$ cat config.mk
export PLATFORM = sky130hd
export DESIGN_NAME = dad_arith_datapath
export DESIGN_NICKNAME = d
export VERILOG_FILES = /design/src/verilog/dad_pkg.sv /design/src/verilog/dad_scaler.sv /design/src/verilog/dad_multiplier.sv /design/src/verilog/dad_arith_datapath.sv
export SDC_FILE = /design/constraint.sdc
export NUM_CORES = 2
export LEC_CHECK = 0
export BUFFER_PORTS_ARGS = -buffer_cell sky130_fd_sc_hd__clkbuf_2
export CAP_MARGIN = 20
export CORE_MARGIN = 1.5
export CORE_UTILIZATION = 57
export DETAILED_ROUTE_END_ITERATION = 10
export GPL_ROUTABILITY_DRIVEN = 1
export MAX_ROUTING_LAYER = met4
export PLACE_DENSITY_LB_ADDON = 0.1
export SLEW_MARGIN = 5
export SYNTH_ARGS = -nofsm -noshare
export SYNTH_HDL_FRONTEND = slang
export SYNTH_SLANG_ARGS = --single-unit
export TNS_END_PERCENT = 50
$ cat constraint.sdc
create_clock -name clk_sys -period 6.1 [get_ports clk_sys]
set_input_delay 0.61 -clock clk_sys [delete_from_list [all_inputs] [get_ports clk_sys]]
set_output_delay 0.61 -clock clk_sys [all_outputs]
set_load 0.01 [all_outputs]
$ cat src/verilog/dad_pkg.sv
// Notes on behaviour
// - ALU first operand is always accumulator.
// - Second operand: product path or scaling shifter.
// - ALU result written back to accumulator.
// - Accumulator stored as high and low halves.
// - Store path shifts; accumulator left unchanged.
// - Branch on accumulator value or single bit.
// - Branch target may come from accumulator.
// - Normalize fixed-point value in accumulator.
// - Test selected bit of data word.
// - Scaler takes 16 bits, gives 32 bits.
// - Scaler shifts left 0 through 16.
// - Scaler low vacated bits filled with zeros.
// - Scaler upper bits sign-extend when mode set.
// - 16x16 signed/unsigned multiply, one cycle.
// - One multiplier operand held in register.
// - Each product captured in 32-bit register.
// - Multiply-accumulate takes both buses same cycle.
// - Product output shifter has four modes.
// - Most ALU operations take one cycle.
package dad_pkg;

  // Datapath widths
  localparam int DATA_W  = 16;
  localparam int ACC_W   = 32;
  localparam int SHAMT_W = 5;
  localparam int BITSEL_W = 4;

  // Reset values of the datapath registers
  localparam logic [31:0] ACC_RST     = 32'h0000_0000;
  localparam logic [31:0] PRODUCT_RST = 32'h0000_0000;
  localparam logic [15:0] OPREG_RST   = 16'h0000;

  // Largest scaling shift
  localparam logic [4:0] SHAMT_MAX = 5'h10;

  // ALU operations from the decoder
  typedef enum logic [3:0] {
    DAD_OP_NOP  = 4'b0000,
    DAD_OP_ADD  = 4'b0001,
    DAD_OP_SUB  = 4'b0010,
    DAD_OP_AND  = 4'b0011,
    DAD_OP_OR   = 4'b0100,
    DAD_OP_XOR  = 4'b0101,
    DAD_OP_LOAD = 4'b0110,
    DAD_OP_NORM = 4'b0111,
    DAD_OP_MAC  = 4'b1000
  } dad_aluop_t;

  // Product shift modes
  typedef enum logic [1:0] {
    DAD_PM_NONE  = 2'b00,
    DAD_PM_LEFT1 = 2'b01,
    DAD_PM_LEFT4 = 2'b10,
    DAD_PM_RIGHT6 = 2'b11
  } dad_pmode_t;

  // Product shift amounts per mode
  localparam int PM_LEFT1_AMT  = 1;
  localparam int PM_LEFT4_AMT  = 4;
  localparam int PM_RIGHT6_AMT = 6;

  // Branch conditions
  typedef enum logic [2:0] {
    DAD_BC_ALWAYS = 3'b000,
    DAD_BC_EQ     = 3'b001,
    DAD_BC_NE     = 3'b010,
    DAD_BC_LT     = 3'b011,
    DAD_BC_GT     = 3'b100,
    DAD_BC_BIT    = 3'b101,
    DAD_BC_NEVER  = 3'b110
  } dad_bcond_t;

endpackage

$ cat src/verilog/dad_scaler.sv
`timescale 1ns/1ps
`default_nettype none
module dad_scaler (
  input  wire logic [15:0] dataIn,   // Operand from the data bus
  input  wire logic [4:0]  shAmt,    // Left shift 0..16
  input  wire logic        signExt,  // Sign-extension mode
  output logic      [31:0] dataOut   // Aligned value to the ALU
);
  // Widen first so the shift never loses bits
  wire [31:0] widened;
  wire [4:0]  clampAmt;

  assign widened  = signExt ? {{16{dataIn[15]}}, dataIn} : {16'h0000, dataIn};
  // Amounts above 16 are clamped; decoder should never issue them
  assign clampAmt = (shAmt > dad_pkg::SHAMT_MAX) ? dad_pkg::SHAMT_MAX : shAmt;
  assign dataOut  = widened << clampAmt;
endmodule
`default_nettype wire

$ cat src/verilog/dad_multiplier.sv
`timescale 1ns/1ps
`default_nettype none
module dad_multiplier (
  input  wire logic [15:0] opA,       // Held operand
  input  wire logic [15:0] opB,       // Operand from a bus
  input  wire logic        isSigned,  // Signed when high
  output logic      [31:0] product    // Full product, combinational
);
  // Extend to 17 bits so one signed multiplier covers both modes
  wire signed [16:0] extA;
  wire signed [16:0] extB;
  wire signed [33:0] full;

  assign extA    = {isSigned & opA[15], opA};
  assign extB    = {isSigned & opB[15], opB};
  assign full    = extA * extB;
  assign product = full[31:0];
endmodule
`default_nettype wire

$ cat src/verilog/dad_arith_datapath.sv
`timescale 1ns/1ps
`default_nettype none
module dad_arith_datapath (
  input  wire logic        clk_sys,      // Machine clock
  input  wire logic        rst_n,        // Async reset, active low
  // Decoder controls
  input  wire logic [3:0]  aluOp,        // ALU operation
  input  wire logic        selProduct,   // Second operand from product path
  input  wire logic [4:0]  shiftAmt,     // Scaling shift amount
  input  wire logic        sign_ext_mode_bit, // Sign-extension mode status
  input  wire logic [1:0]  prodMode,     // Product shift mode
  input  wire logic        mulSigned,    // Signed multiply
  input  wire logic        loadOpReg,    // Load held multiplier operand
  input  wire logic        mulStart,     // Multiply into product register
  input  wire logic        mulFromProg,  // Second factor from program bus
  input  wire logic        storeHigh,    // Store high accumulator half
  input  wire logic        storeLow,     // Store low accumulator half
  input  wire logic [2:0]  storeShift,   // Output shift on stores
  input  wire logic [2:0]  branchCond,   // Branch condition
  input  wire logic        branchReq,    // Evaluate branch this cycle
  input  wire logic        branchAcc,    // Target from accumulator
  input  wire logic [15:0] branchImm,    // Immediate branch target
  input  wire logic        bitTest,      // Capture bit test result
  input  wire logic [3:0]  bitSel,       // Bit index to test
  // Buses
  input  wire logic [15:0] dataBusIn,    // Data bus read value
  input  wire logic [15:0] progBusIn,    // Program bus read value
  output logic      [15:0] dataBusOut,   // Store data
  output logic             dataBusWr,    // Store strobe
  // Results
  output logic      [31:0] accOut,       // Accumulator contents
  output logic      [31:0] productOut,   // Product register contents
  output logic      [15:0] mult_operand_reg, // Held multiplier operand
  output logic             branchTaken,  // Branch taken pulse
  output logic      [15:0] branchTarget, // Branch destination
  output logic             testBit,      // Bit test result flag
  output logic             carry,        // Carry from last add/sub
  output logic             overflow,     // Signed overflow
  output logic             normDone      // Accumulator already normalized
);

  //////////////////////////////////////////////////////////////////////////////
  // Storage
  logic [31:0] acc;           // Accumulator
  logic [31:0] product_reg;   // Product register
  logic [15:0] opReg;         // Held multiplier factor
  logic        carryFlag;     // Carry status
  logic        ovFlag;        // Overflow status
  logic        tcFlag;        // Test/control flag
  logic [15:0] storeData;     // Registered store word
  logic        storeStrobe;   // Registered store strobe
  logic        brTaken;       // Registered branch decision
  logic [15:0] brTarget;      // Registered branch target

  //////////////////////////////////////////////////////////////////////////////
  // Input scaling shifter
  wire [31:0] scaled;

  dad_scaler uScaler (
    .dataIn  (dataBusIn),
    .shAmt   (shiftAmt),
    .signExt (sign_ext_mode_bit),
    .dataOut (scaled)
  );

  //////////////////////////////////////////////////////////////////////////////
  // Multiplier
  wire [15:0] mulFactor;
  wire [31:0] mulResult;

  // Second factor comes over program bus for multiply-accumulate
  assign mulFactor = mulFromProg ? progBusIn : dataBusIn;

  dad_multiplier uMult (
    .opA      (opReg),
    .opB      (mulFactor),
    .isSigned (mulSigned),
    .product  (mulResult)
  );

  //////////////////////////////////////////////////////////////////////////////
  // Product output shifter
  wire [31:0] prodShifted;

  // Right shift is arithmetic so fractional products keep their sign
  assign prodShifted =
    (prodMode == dad_pkg::DAD_PM_LEFT1) ? (product_reg << dad_pkg::PM_LEFT1_AMT) :
    (prodMode == dad_pkg::DAD_PM_LEFT4) ? (product_reg << dad_pkg::PM_LEFT4_AMT) :
    (prodMode == dad_pkg::DAD_PM_RIGHT6) ?
      32'($signed(product_reg) >>> dad_pkg::PM_RIGHT6_AMT) :
    product_reg;

  //////////////////////////////////////////////////////////////////////////////
  // ALU
  wire [31:0] operandA;
  wire [31:0] operandB;
  wire [32:0] sumAdd;
  wire [32:0] sumSub;
  wire        ovAdd;
  wire        ovSub;
  wire [31:0] normVal;
  wire        isNorm;

  assign operandA = acc;
  assign operandB = selProduct ? prodShifted : scaled;
  assign sumAdd   = {1'b0, operandA} + {1'b0, operandB};
  assign sumSub   = {1'b0, operandA} - {1'b0, operandB};
  assign ovAdd    = (operandA[31] == operandB[31]) && (sumAdd[31] != operandA[31]);
  assign ovSub    = (operandA[31] != operandB[31]) && (sumSub[31] != operandA[31]);
  // Normalized when the two top bits differ, or the value is zero
  assign isNorm   = (acc[31] != acc[30]) || (acc == 32'h0000_0000);
  assign normVal  = isNorm ? acc : {acc[30:0], 1'b0};

  wire [31:0] aluResult;
  wire        aluWrites;

  assign aluResult =
    (aluOp == dad_pkg::DAD_OP_ADD)  ? sumAdd[31:0] :
    (aluOp == dad_pkg::DAD_OP_MAC)  ? sumAdd[31:0] :
    (aluOp == dad_pkg::DAD_OP_SUB)  ? sumSub[31:0] :
    (aluOp == dad_pkg::DAD_OP_AND)  ? (operandA & operandB) :
    (aluOp == dad_pkg::DAD_OP_OR)   ? (operandA | operandB) :
    (aluOp == dad_pkg::DAD_OP_XOR)  ? (operandA ^ operandB) :
    (aluOp == dad_pkg::DAD_OP_LOAD) ? operandB :
    (aluOp == dad_pkg::DAD_OP_NORM) ? normVal :
    acc;
  // Every op except NOP rewrites the accumulator
  assign aluWrites = (aluOp != dad_pkg::DAD_OP_NOP);

  wire isAddLike;
  wire isSubOp;
  assign isAddLike = (aluOp == dad_pkg::DAD_OP_ADD) || (aluOp == dad_pkg::DAD_OP_MAC);
  assign isSubOp   = (aluOp == dad_pkg::DAD_OP_SUB);

  //////////////////////////////////////////////////////////////////////////////
  // Accumulator and status: one cycle per operation
  always_ff @(posedge clk_sys or negedge rst_n) begin
    if (!rst_n) begin
      acc       <= dad_pkg::ACC_RST;
      carryFlag <= 1'b0;
      ovFlag    <= 1'b0;
    end else begin
      if (aluWrites) begin
        acc <= aluResult;
      end
      if (isAddLike) begin
        carryFlag <= sumAdd[32];
        ovFlag    <= ovAdd;
      end else if (isSubOp) begin
        carryFlag <= ~sumSub[32];
        ovFlag    <= ovSub;
      end
    end
  end

  //////////////////////////////////////////////////////////////////////////////
  // Multiplier registers
  // MAC reads old product before the new one lands, pipelining the sum
  always_ff @(posedge clk_sys or negedge rst_n) begin
    if (!rst_n) begin
      opReg       <= dad_pkg::OPREG_RST;
      product_reg <= dad_pkg::PRODUCT_RST;
    end else begin
      if (loadOpReg) begin
        opReg <= dataBusIn;
      end
      if (mulStart) begin
        product_reg <= mulResult;
      end
    end
  end

  //////////////////////////////////////////////////////////////////////////////
  // Accumulator stores through output shifter; accumulator untouched
  wire [31:0] accStoreShifted;
  wire [15:0] storeWord;
  wire        storeReq;

  assign accStoreShifted = acc << storeShift;
  // High half wins if both are requested in one cycle
  assign storeWord = storeHigh ? accStoreShifted[31:16] : accStoreShifted[15:0];
  assign storeReq  = storeHigh | storeLow;

  always_ff @(posedge clk_sys or negedge rst_n) begin
    if (!rst_n) begin
      storeData   <= 16'h0000;
      storeStrobe <= 1'b0;
    end else begin
      storeStrobe <= storeReq;
      if (storeReq) begin
        storeData <= storeWord;
      end
    end
  end

  //////////////////////////////////////////////////////////////////////////////
  // Bit test on a data word
  wire selectedBit;
  // Index 0 selects the most significant bit, as instructions count it
  assign selectedBit = dataBusIn[4'hF - bitSel];

  always_ff @(posedge clk_sys or negedge rst_n) begin
    if (!rst_n) begin
      tcFlag <= 1'b0;
    end else if (bitTest) begin
      tcFlag <= selectedBit;
    end
  end

  //////////////////////////////////////////////////////////////////////////////
  // Branch evaluation
  wire condMet;
  wire [15:0] nextTarget;

  assign condMet =
    (branchCond == dad_pkg::DAD_BC_ALWAYS) ? 1'b1 :
    (branchCond == dad_pkg::DAD_BC_EQ)     ? (acc == 32'h0000_0000) :
    (branchCond == dad_pkg::DAD_BC_NE)     ? (acc != 32'h0000_0000) :
    (branchCond == dad_pkg::DAD_BC_LT)     ? acc[31] :
    (branchCond == dad_pkg::DAD_BC_GT)     ? (!acc[31] && (acc != 32'h0000_0000)) :
    (branchCond == dad_pkg::DAD_BC_BIT)    ? tcFlag :
    1'b0;
  // Accumulator branches use the low half as address
  assign nextTarget = branchAcc ? acc[15:0] : branchImm;

  always_ff @(posedge clk_sys or negedge rst_n) begin
    if (!rst_n) begin
      brTaken  <= 1'b0;
      brTarget <= 16'h0000;
    end else begin
      brTaken <= branchReq && condMet;
      if (branchReq) begin
        brTarget <= nextTarget;
      end
    end
  end

  //////////////////////////////////////////////////////////////////////////////
  // Outputs
  assign dataBusOut       = storeData;
  assign dataBusWr        = storeStrobe;
  assign accOut           = acc;
  assign productOut       = product_reg;
  assign mult_operand_reg = opReg;
  assign branchTaken      = brTaken;
  assign branchTarget     = brTarget;
  assign testBit          = tcFlag;
  assign carry            = carryFlag;
  assign overflow         = ovFlag;
  assign normDone         = isNorm;

endmodule
`default_nettype wire

==> flow_summary.yaml <==
setup_path:
  crit_path_top_delay_cell: "fa_1"
  cp-end-kind: "flop"
  ff2ff_path_depth: 22
  cp_max_fo: 6
  path_class: "primary input to flop"
  cp_top_family: "adder cells"
  reg2reg_slack_ns: -0.58
  startpoint_type: "primary input"
  worst-path-buf-inv: 7
  arrival_ns: 7.21
  crit_required_ns: 6.49
  r2r-end: "productOut[31]$_DFFE_PN0P_"
  r2r-start: "mult_operand_reg[8]$_DFFE_PN0P_"
  slowest_delay_ns: 0.55
  path_common_cell: "fa_1"
clocking:
  htreeDepth: 4
  cts_tree: "done"
  clk_latency_ns: 0.49
  clkSinkCount: 117
  cts-root-buf: "clkbuf_16"
  cts_buffers: 17
  clock_path_buffers: 2
  clk_pin_slew_worst_paths_ns: 0.06
cells_and_area:
  drive_gt1_frac: 0.229
  syn2layout_area_growth_pct: 17.2
  nets: 3709
  layout.cells.non_filler: 3717
  postLayoutCellArea_mm2: 0.0284
yosys:
  netlist_top_cells_area: "fa_1 23%, dfrtp_1 12%, ha_1 9.3%, inv_1 6.3%, mux4_2 5.3%"
  synth_top_cell_by_area: "fa_1"
  avgSynthCellArea_um2: 8.52
  yosysWarnings: 0
  synth_edf_count: 0
  synth-async-reset-ratio: 1.00
  synth_nets: 3394
  synth_flop_cell: "dfrtp_1"
  yosysSeqAreaShare: 0.121
  synth.distinct_cells: 89
  synth.top_cells.by_count: "410 x inv_1, 287 x nand2_1, 284 x fa_1, 184 x nor2_1, 180 x ha_1"
  ys_seq_elements: 117
  netlist_instances: 2848
  syn_area_mm2: 0.0243
  netlist.area_leader.share: 0.234
  synth_most_common_cell: "inv_1"
drt:
  viasPerCell: 6.24
  routed_wl_mm: 86.7
  drc: 0
  ant_nets: 0
  post_drt_wl_per_cell_um: 23.3
  vias: 23200
  drt_iter0_drc: 2317
  drt-pass1-iter-count: 6
sta:
  fmaxAchievable_mhz: 147
  rsz0062_at_grt: "yes"
  period_needed_ns: 6.82
  worstMarginPinSlew_ns: 1.20
  finalMaxSlewViolations: 0
  fin_crit_sh: 1.12
  skew_ns: 0.0187
  setup_viol: 12
  slew_headroom: 0.200
  finalHoldViolCount: 0
  setup_slack_ns: -0.725
die:
  dieArea_mm2: 0.0438
  io-pin-count: 200
  coreArea_mm2: 0.0419
  placementRows: 75
  die_y_um: 209
  start_util: 0.578
  die_x_um: 209
global_route:
  grt_pass1_vias: 23900
  overflow: 0
  grt_start_max_net_pins: 63
  grtUsageTotal: 0.415
  grt_first_pass_wirelength_mm: 135
  antenna_found_initial: 2
place:
  routabilityCongestion: 1.02
  place_hpwl_mm: 68.6
  io_buffer_count: 199
  post-place-cells: 3672
  placed_cell_area_mm2: 0.0274
run_status:
  violations: "negative setup slack"
  status: "finished with violations"
worst_hold_path:
  hold_path_class: "primary input to async pin"
run:
  drv_cap: 0
[placed cells by master, fill, tap and decap left out, types with 14 or more instances in the layout]
master,n
ha_1,171
mux2_2,53
clkbuf_16,19
o221ai_1,15
a211oi_1,40
o21ai_1,44
a21oi_1,163
nor4_1,17
o22ai_1,21
xor2_1,14
nor3_1,38
nand3_1,22
o211ai_1,34
nand2_1,280
o21a_1,15
a31oi_1,14
a21o_1,21
o21ai_0,92
inv_1,393
buf_4,247
mux2i_1,66
clkbuf_2,197
inv_2,27
o21bai_1,18
dfrtp_1,117
and2_1,109
xnor2_1,50
mux4_2,57
fa_1,272
nor2_1,181
nor2b_1,48
nand2b_1,24
[logic make-up after synthesis]
family | count (synthesis) | share of synthesized area
flops | 117 | 0.121
compound gates | 630 | 0.171
simple gates | 794 | 0.155
xor+xnor | 66 | 0.0246
buf+inv | 589 | 0.0918
mux | 188 | 0.110
fa+ha+maj | 464 | 0.327
[worst max-delay path by stage]
| stage | startpoint | end | slack (ns) | depth (start not counted) |
|---|---|---|---|---|
| 2_1_floorplan | mulFromProg | productOut[31]$_DFFE_PN0P_ | -0.91 | 27 |
| 3_3_place_gp | mulFromProg | productOut[31]$_DFFE_PN0P_ | -1.12 | 27 |
| 3_5_place_dp | mulFromProg | productOut[31]$_DFFE_PN0P_ | -1.35 | 24 |
| 4_1_cts | mulFromProg | productOut[31]$_DFFE_PN0P_ | -0.67 | 25 |
| 5_1_grt | mulFromProg | productOut[31]$_DFFE_PN0P_ | -0.91 | 26 |
| 6_report | mulFromProg | productOut[31]$_DFFE_PN0P_ | -0.72 | 26 |
[final cells by class]
type	count	area, um2
antenna	2	5.00
clock buffer	19	443
clock inverter	13	139
fill	3399	13500
inverter	421	1580
multi-input combinational	2142	19500
sequential	117	2930
tap	539	674
timing repair buffer	464	3150
[stage by stage]
step	TNS (ns)	setup WS, ns	util	hold WS, ns
after floorplan	-4.51	-0.906	-	0.314
after global routing	-6.03	-0.913	0.678	0.321
after CTS	-3.49	-0.671	0.675	0.289
after detailed placement	-13.22	-1.35	0.652	0.479
final	-3.94	-0.725	0.678	0.289
after global placement	-10.68	-1.12	0.652	0.468
[per-layer routing]
metal,vias up,track usage,routed length (um)
met5,-,-,0
met4,0,0.225,5050
met3,307,0.0627,6640
met2,1262,0.686,42200
met1,11400,0.491,32800
li1,10200,-,-
[repair_timing]
action,4_1_cts,5_1_grt
hold buffers,0,0
endpoints found under the hold margin,0,0
gates resized for setup,68,31
setup endpoints to repair,14,15
setup buffers,17,3
cloned,0,1
pin swaps,50,23
Power is not shown: default switching activity piles up to over one toggle a cycle in this logic, so the estimate is an artifact.
